[src/design/rx_poll_pkg.sv]
// Purpose: shared constants and types for the receive polling sequencer
// Assumes: ticks arrive as one-cycle pulses on clock_in
// Notes: phase codes are what the phase output shows
package rx_poll_pkg;
  localparam int SLEEP_W = 5;
  localparam int LIM_W = 6;
  localparam int BITSEL_W = 2;
  localparam int SLEEP_UNIT_SHIFT = 10;
  localparam int SLEEP_EXT_SHIFT = 3;
  localparam int SLEEP_CNT_W = SLEEP_W + SLEEP_UNIT_SHIFT + SLEEP_EXT_SHIFT;
  localparam int CHECKS_PER_BIT = 2;
  localparam int BITS_PER_STEP = 3;
  localparam int CHECK_CNT_W = 5;
  localparam int SYNC_STAGES = 3;
  localparam int PHASE_W = 3;
  localparam logic [PHASE_W-1:0] PHASE_OFF = 3'h0;
  localparam logic [PHASE_W-1:0] PHASE_SLEEP = 3'h1;
  localparam logic [PHASE_W-1:0] PHASE_STARTUP_SYNTH = 3'h2;
  localparam logic [PHASE_W-1:0] PHASE_STARTUP_SIG = 3'h3;
  localparam logic [PHASE_W-1:0] PHASE_BIT_CHECK = 3'h4;
  localparam logic [PHASE_W-1:0] PHASE_RECEIVING = 3'h5;
  typedef enum logic [PHASE_W-1:0] {
    ST_OFF,
    ST_SLEEP,
    ST_STARTUP_SYNTH,
    ST_STARTUP_SIG,
    ST_BIT_CHECK,
    ST_RECEIVING
  } poll_state_t;
endpackage

[src/design/rx_polling_bit_check.sv]
// Purpose: receive polling sequencer with edge-interval bit check
// Assumes: base and bit-check ticks are same-clock pulses; lock, ready and demod are async
// Notes: receiving-mode buffering is outside this block
// Behaviour
// - sleep lasts sleep field times 1024 base ticks times extension factor.
// - extension bit 0 gives factor 1, bit 1 gives factor 8.
// - start-up enables synthesizer, then signal processing after lock, then ready.
// - bit check measures each edge-to-edge interval against a window.
// - two passed interval checks make one verified bit.
// - bit-count select gives 0, 3, 6 or 9 bits, i.e. 0/6/12/18 checks.
// - after the programmed checks pass, switch to receiving mode.
// - interval inside the window continues the check with the next interval.
// - interval outside the window aborts the check and returns to sleep in polling mode.
// - lower limit is low value ticks, upper limit high value minus one ticks.
// - low and high limits come from six-bit control fields.
// - interval counter advances once per bit-check tick during the check.
// - edge after the first while counter is below low limit fails the check.
// - counter reaching high limit fails the check without waiting further.
// - demodulator output is ignored during both start-up periods.
// - with no valid signal the check ends at the first failing interval.
// - polling mode cycles sleep, start-up and bit check until a check passes.
// - receiver-active output is high in start-up, bit check and receiving; phase output shows which phase is current.
// - mode bits 1,0 select polling, 1,1 select continuous receive.
// - continuous receive keeps path enabled and bit-checks without sleep.
module rx_polling_bit_check
  import rx_poll_pkg::*;
(
  // clock and reset
  input wire logic clock_in,
  input wire logic rst_in,
  // mode and configuration
  input wire logic op_mode_select_low_in,
  input wire logic op_mode_select_high_in,
  input wire logic [SLEEP_W-1:0] sleep_time_in,
  input wire logic sleep_ext_in,
  input wire logic [BITSEL_W-1:0] bit_count_sel_in,
  input wire logic [LIM_W-1:0] lim_min_in,
  input wire logic [LIM_W-1:0] lim_max_in,
  // ticks
  input wire logic base_tick_in,
  input wire logic bit_check_tick_in,
  // analog status and data
  input wire logic synth_lock_in,
  input wire logic sig_proc_ready_in,
  input wire logic demod_data_in,
  // control and status
  output logic synth_enable_out,
  output logic sig_proc_enable_out,
  output logic rx_active_out,
  output logic receiving_out,
  output logic [PHASE_W-1:0] phase_out,
  output logic check_fail_out
);

  poll_state_t state_q, state_d;
  logic [SYNC_STAGES-1:0] lock_sync_q, ready_sync_q, demod_sync_q;
  logic lock_q, ready_q, demod_q, demod_prev_q;
  logic [SLEEP_CNT_W-1:0] sleep_cnt_q, sleep_target;
  logic [LIM_W-1:0] interval_counter_q;
  logic [CHECK_CNT_W-1:0] pass_cnt_q, checks_needed;
  logic first_edge_seen_q;
  logic polling_mode, continuous_mode, edge_seen;
  logic check_fail, check_pass, all_passed;

  // three-stage synchronisers; a change counts once stages two and three agree
  always_ff @(posedge clock_in) begin
    if (rst_in) begin
      lock_sync_q <= '0;
    end else begin
      lock_sync_q <= {lock_sync_q[SYNC_STAGES-2:0], synth_lock_in};
    end
  end

  always_ff @(posedge clock_in) begin
    if (rst_in) begin
      ready_sync_q <= '0;
    end else begin
      ready_sync_q <= {ready_sync_q[SYNC_STAGES-2:0], sig_proc_ready_in};
    end
  end

  always_ff @(posedge clock_in) begin
    if (rst_in) begin
      demod_sync_q <= '0;
    end else begin
      demod_sync_q <= {demod_sync_q[SYNC_STAGES-2:0], demod_data_in};
    end
  end

  // a one-cycle glitch between stages two and three never reaches the state machine
  always_ff @(posedge clock_in) begin
    if (rst_in) begin
      lock_q <= 1'b0;
    end else if (lock_sync_q[1] == lock_sync_q[2]) begin
      lock_q <= lock_sync_q[2];
    end
  end

  always_ff @(posedge clock_in) begin
    if (rst_in) begin
      ready_q <= 1'b0;
    end else if (ready_sync_q[1] == ready_sync_q[2]) begin
      ready_q <= ready_sync_q[2];
    end
  end

  always_ff @(posedge clock_in) begin
    if (rst_in) begin
      demod_q <= 1'b0;
    end else if (demod_sync_q[1] == demod_sync_q[2]) begin
      demod_q <= demod_sync_q[2];
    end
  end

  // reset level matches the idle level of demod_q, so no false edge follows reset
  always_ff @(posedge clock_in) begin
    if (rst_in) begin
      demod_prev_q <= 1'b0;
    end else begin
      demod_prev_q <= demod_q;
    end
  end

  assign polling_mode = op_mode_select_high_in && !op_mode_select_low_in;
  assign continuous_mode = op_mode_select_high_in && op_mode_select_low_in;

  // shifts stand in for the 1024 and 8 multipliers
  always_comb begin
    sleep_target = {{(SLEEP_CNT_W-SLEEP_W){1'b0}}, sleep_time_in} << SLEEP_UNIT_SHIFT;
    if (sleep_ext_in) begin
      sleep_target = sleep_target << SLEEP_EXT_SHIFT;
    end
  end

  // 0/3/6/9 bits, two interval checks per bit
  assign checks_needed = CHECK_CNT_W'(int'(bit_count_sel_in) * BITS_PER_STEP
                                      * CHECKS_PER_BIT);

  // edges outside the bit check never reach the window logic
  assign edge_seen = (state_q == ST_BIT_CHECK) && (demod_q != demod_prev_q);

  always_comb begin
    check_fail = 1'b0;
    check_pass = 1'b0;
    if (state_q == ST_BIT_CHECK) begin
      if (interval_counter_q >= lim_max_in) begin
        check_fail = 1'b1;
      end else if (edge_seen && first_edge_seen_q) begin
        if (interval_counter_q < lim_min_in) begin
          check_fail = 1'b1;
        end else begin
          check_pass = 1'b1;
        end
      end
    end
  end

  assign all_passed = (pass_cnt_q >= checks_needed) ||
                      (check_pass && (pass_cnt_q + 1'b1 >= checks_needed));

  always_comb begin
    state_d = state_q;
    case (state_q)
      ST_OFF: begin
        if (polling_mode) begin
          state_d = ST_SLEEP;
        end else if (continuous_mode) begin
          state_d = ST_STARTUP_SYNTH;
        end
      end
      ST_SLEEP: begin
        if (continuous_mode || sleep_cnt_q >= sleep_target) begin
          state_d = ST_STARTUP_SYNTH;
        end
      end
      ST_STARTUP_SYNTH: begin
        if (lock_q) begin
          state_d = ST_STARTUP_SIG;
        end
      end
      ST_STARTUP_SIG: begin
        if (ready_q) begin
          state_d = ST_BIT_CHECK;
        end
      end
      ST_BIT_CHECK: begin
        if (all_passed) begin
          state_d = ST_RECEIVING;
        end else if (check_fail) begin
          // first failure ends the check whatever the bit count
          state_d = continuous_mode ? ST_BIT_CHECK : ST_SLEEP;
        end
      end
      ST_RECEIVING: begin
        state_d = ST_RECEIVING;
      end
      default: begin
        state_d = ST_OFF;
      end
    endcase
    if (!polling_mode && !continuous_mode) begin
      state_d = ST_OFF;
    end
  end

  always_ff @(posedge clock_in) begin
    if (rst_in) begin
      state_q <= ST_OFF;
    end else begin
      state_q <= state_d;
    end
  end

  always_ff @(posedge clock_in) begin
    if (rst_in) begin
      sleep_cnt_q <= '0;
    end else if (state_q != ST_SLEEP) begin
      sleep_cnt_q <= '0;
    end else if (base_tick_in && sleep_cnt_q < sleep_target) begin
      sleep_cnt_q <= sleep_cnt_q + 1'b1;
    end
  end

  // a restart in continuous mode also clears, since a failure re-enters the check
  always_ff @(posedge clock_in) begin
    if (rst_in) begin
      interval_counter_q <= '0;
    end else if (state_q != ST_BIT_CHECK || check_fail) begin
      interval_counter_q <= '0;
    end else if (edge_seen) begin
      interval_counter_q <= '0;
    end else if (bit_check_tick_in && interval_counter_q < lim_max_in) begin
      interval_counter_q <= interval_counter_q + 1'b1;
    end
  end

  // the first edge of a check only starts timing, since the phase before it is unknown
  always_ff @(posedge clock_in) begin
    if (rst_in) begin
      first_edge_seen_q <= 1'b0;
    end else if (state_q != ST_BIT_CHECK || check_fail) begin
      first_edge_seen_q <= 1'b0;
    end else if (edge_seen) begin
      first_edge_seen_q <= 1'b1;
    end
  end

  always_ff @(posedge clock_in) begin
    if (rst_in) begin
      pass_cnt_q <= '0;
    end else if (state_q != ST_BIT_CHECK || check_fail) begin
      pass_cnt_q <= '0;
    end else if (check_pass) begin
      pass_cnt_q <= pass_cnt_q + 1'b1;
    end
  end

  // outputs follow the next state so they change with the state register itself
  always_ff @(posedge clock_in) begin
    if (rst_in) begin
      synth_enable_out <= 1'b0;
    end else begin
      synth_enable_out <= (state_d != ST_OFF) && (state_d != ST_SLEEP);
    end
  end

  always_ff @(posedge clock_in) begin
    if (rst_in) begin
      sig_proc_enable_out <= 1'b0;
    end else begin
      sig_proc_enable_out <= (state_d == ST_STARTUP_SIG) || (state_d == ST_BIT_CHECK) ||
                             (state_d == ST_RECEIVING);
    end
  end

  always_ff @(posedge clock_in) begin
    if (rst_in) begin
      rx_active_out <= 1'b0;
    end else begin
      rx_active_out <= (state_d != ST_OFF) && (state_d != ST_SLEEP);
    end
  end

  always_ff @(posedge clock_in) begin
    if (rst_in) begin
      receiving_out <= 1'b0;
    end else begin
      receiving_out <= (state_d == ST_RECEIVING);
    end
  end

  // a failure once the programmed checks have all passed is not reported
  always_ff @(posedge clock_in) begin
    if (rst_in) begin
      check_fail_out <= 1'b0;
    end else begin
      check_fail_out <= check_fail && !all_passed;
    end
  end

  always_ff @(posedge clock_in) begin
    if (rst_in) begin
      phase_out <= PHASE_OFF;
    end else begin
      case (state_d)
        ST_SLEEP: phase_out <= PHASE_SLEEP;
        ST_STARTUP_SYNTH: phase_out <= PHASE_STARTUP_SYNTH;
        ST_STARTUP_SIG: phase_out <= PHASE_STARTUP_SIG;
        ST_BIT_CHECK: phase_out <= PHASE_BIT_CHECK;
        ST_RECEIVING: phase_out <= PHASE_RECEIVING;
        default: phase_out <= PHASE_OFF;
      endcase
    end
  end

endmodule

[config.mk]
export PLATFORM = sky130hd
export DESIGN_NAME = rx_polling_bit_check
export DESIGN_NICKNAME = d
export VERILOG_FILES = /design/src/design/rx_poll_pkg.sv /design/src/design/rx_polling_bit_check.sv
export SDC_FILE = /design/constraint.sdc
export NUM_CORES = 1
export LEC_CHECK = 0
export BUFFER_PORTS_ARGS = -buffer_cell sky130_fd_sc_hd__buf_2
export CAP_MARGIN = 10
export CORE_UTILIZATION = 54
export DETAILED_ROUTE_END_ITERATION = 12
export PLACE_DENSITY = 0.75
export SYNTH_ARGS = -nofsm -noshare
export SYNTH_HDL_FRONTEND = slang
export SYNTH_SLANG_ARGS = --single-unit
[constraint.sdc]
create_clock -name clock_in -period 2.9 [get_ports clock_in]
set_input_delay 0.29 -clock clock_in [delete_from_list [all_inputs] [get_ports clock_in]]
set_output_delay 0.29 -clock clock_in [all_outputs]
set_load 0.005 [all_outputs]
==> results.yml <==
timing:
  tightest_slew_ns: 0.599
  final_max_slew_viol_count: 0
  period_share_pct: 83.1
  setup_viol: 0
  clock-skew-final_ns: 0.0129
  fin_crit_ns: 2.41
  setup_tns_ns: 0
  hold_viol_final: 0
  max-slew-margin-rel_pct: 60.1
  max_freq_mhz: 415
  hold_slack_ns: 0.186
  rsz0062_at_grt: "no"
floorplan:
  die_height_um: 75.3
  die_w_um: 75.3
  coreArea_sq_mm: 0.00514
  num_rows: 26
  dieArea_sq_mm: 0.00567
  ios: 37
  start_util_pct: 56.5
synth:
  async_reset_ff_share_pct: 0
  syn_nets: 400
  synth_edf_count: 0
  postSynthCellCount: 338
  synthDistinctLibCells: 46
  yosysWarnings: 0
  yosys_register_bits: 53
  yosys_most_used_dff: "dfxtp_1"
  syn-cell-area_sq_mm: 0.00290
  avgSynthCellArea_sq_um: 8.58
  yosysSeqAreaShare_pct: 36.6
grt:
  grt_pass1_wl_mm: 8.94
  grt-ovfl-total: 0
  grt_usage_pct: 20.7
  grt_pass1_vias: 2184
  antenna_found_initial: 0
  grt_max_degree: 19
clock_network:
  cts_buffer_depth: 2
  holdBufCountCts: 0
  postCtsSetupBuffers: 0
  path_clk_slew_ns: 0.09
  htree_levels: 2
  cts_resized: 0
  numCtsBuffers: 5
  clock-root-buffer: "clkbuf_8"
  insertion_delay_ns: 0.31
  tritoncts: "done"
  cts.sinks: 53
route:
  dr.pass1.iters: 4
  first_iter_violations: 56
  wl_per_cell_um: 11.5
  drc: 0
  vias: 2278
  vias_per_cell: 5.11
  wl_mm: 5.13
  drtAntennaViolNets: 0
final_layout:
  antennaDiodeCount: 0
  n_fill_cell: 449
  final_nets: 437
  drive_gt1_share_pct: 14.4
  final_util_pct: 63.2
  instances_no_fill: 446
  area_growth_syn_to_layout_pct: 11.9
worst_setup_path:
  reg2reg_from: "sleep_cnt_q[13]"
  path_max_fanout: 8
  reg2reg_depth: 8
  reg2reg_slack_ns: 0.49
  arrival_ns: 2.59
  cp.required_ns: 3.08
  worst_setup_path_end_kind: "register"
  r2r_end: "sleep_cnt_q[16]"
  path_class: "register to register"
  cp-start-kind: "register"
placement:
  hpwl_mm: 3.97
  numPlacedInstances: 438
  place_congestion: 0.886
  port_buffers: 36
hold_path:
  holdCritPathClass: "input port to register"
  hp-start: "synth_lock_in"
  hold_depth: 2
  hold_path_end: "lock_sync_q[0]"
flow_run:
  drv_cap: 0
power:
  powerDensity_mw_per_mm2: 402
  ir_drop_uv: 338
  total_power_w: 0.00130
  leakage_nw: 1.36
status:
  status: "finished clean"
==> power breakdown <==
part           internal (W)  switching [W]  leakage (nW)
Combinational     0.0000507      0.0000552         0.879
Sequential         0.000736     0.00000455         0.429
Clock              0.000221       0.000237        0.0549
Total               0.00101       0.000297          1.36
==> cells in the final DEF (no fill, tap or decap), types with 2 or more instances in the layout <==
master	count
a21o_1	2
a21oi_1	22
and3_1	3
buf_2	36
clkbuf_8	7
dfxtp_1	53
ha_1	33
inv_1	29
mux2i_1	4
nand2_1	26
nand2b_1	10
nand3_1	14
nand4_1	5
nor2_1	37
nor2b_1	13
nor3_1	4
nor4_1	2
nor4b_1	2
o21ai_0	15
or3_1	9
xnor2_1	14
xor2_1	11
==> through the flow <==
step	cell area [sq um]	setup WS (ns)
global placement	3140	0.364
CTS	3250	0.514
global route	3250	0.279
detailed placement	3140	0.254
finish	3250	0.491
floorplan	2900	0.400
==> synthesized netlist by cell type, drive strengths merged, types with 2 or more instances <==
cell type  instances  area [sq um]
dfxtp             53          1060
nor2              37           139
ha                33           413
inv               29           109
nand2             27           104
a21oi             23           119
o21ai             15          75.1
nand3             14          70.1
xnor2             14           123
nor2b             13          81.3
xor2              11          96.3
nand2b            10          62.6
or3                9          56.3
nand4              6          43.8
clkbuf             5          18.8
mux2i              4          40.0
nor3               4          20.0
and3               3          18.8
nor4               3          25.0
or2                3          21.3
a21o               2          15.0
nor3b              2          20.0
nor4b              2          17.5
o32ai              2          36.3
==> critical path: stages (launching register included) <==
cell and delay, ns:
dfxtp_1 0.41, ha_1 0.27, a211oi_1 0.25, nor2_1 0.11
o32ai_4 0.44, nand4_1 0.32, nor3_1 0.27, xnor2_1 0.15
nor2_1 0.06
==> worst max-delay path by stage <==
stage	depth (start not counted)	slack, ns	endpoint	startpoint
global route	7	0.28	sleep_cnt_q[12]	sleep_cnt_q[13]
CTS	8	0.51	sleep_cnt_q[16]	sleep_cnt_q[13]
finish	8	0.49	sleep_cnt_q[16]	sleep_cnt_q[13]
detailed placement	10	0.25	sleep_cnt_q[16]	sleep_ext_in
floorplan	10	0.40	sleep_cnt_q[6]	sleep_ext_in
global placement	9	0.36	sleep_cnt_q[14]	sleep_ext_in
==> logic make-up after synthesis <==
group,count (synthesis),share of synthesized area [%]
AND/OR/NAND/NOR,136,24.3
multiplexers,4,1.38
buffers and inverters,35,4.66
XOR/XNOR,25,7.55
flip-flops,53,36.6
AO/OA/AOI/OAI,52,11.3
adder cells (fa/ha/maj),33,14.2
==> routing by layer <==
| metal | share of wire [%] | up-vias | track usage, % |
|---|---|---|---|
| met5 | 0 | - | 0 |
| met4 | 1.8 | 0 | 8.23 |
| met2 | 45 | 41 | 35.8 |
| li1 | - | 1224 | - |
| met3 | 3.9 | 10 | 4.76 |
| met1 | 49 | 1003 | 24.9 |
==> layout make-up <==
cell class              instances  area, sq um  area share (%)
clock buffers                   7         96.3            2.97
inverters                      29          109            3.35
multi-input cells             250         1710            52.5
well taps                      70         87.6            2.70
clock inverters                 1         8.76           0.270
flip-flops and latches         53         1060            32.7
repair buffers                 36          180            5.55
==> state kept, by name (all words and copies together) (netlist names), 3 cells and up <==
name                flops
interval_counter_q      6
sleep_cnt_q            18
lock_sync_q             3
phase_out               3
ready_sync_q            3
demod_sync_q            3
pass_cnt_q              5
state_q                 3
(Power assumes the default switching activity.)
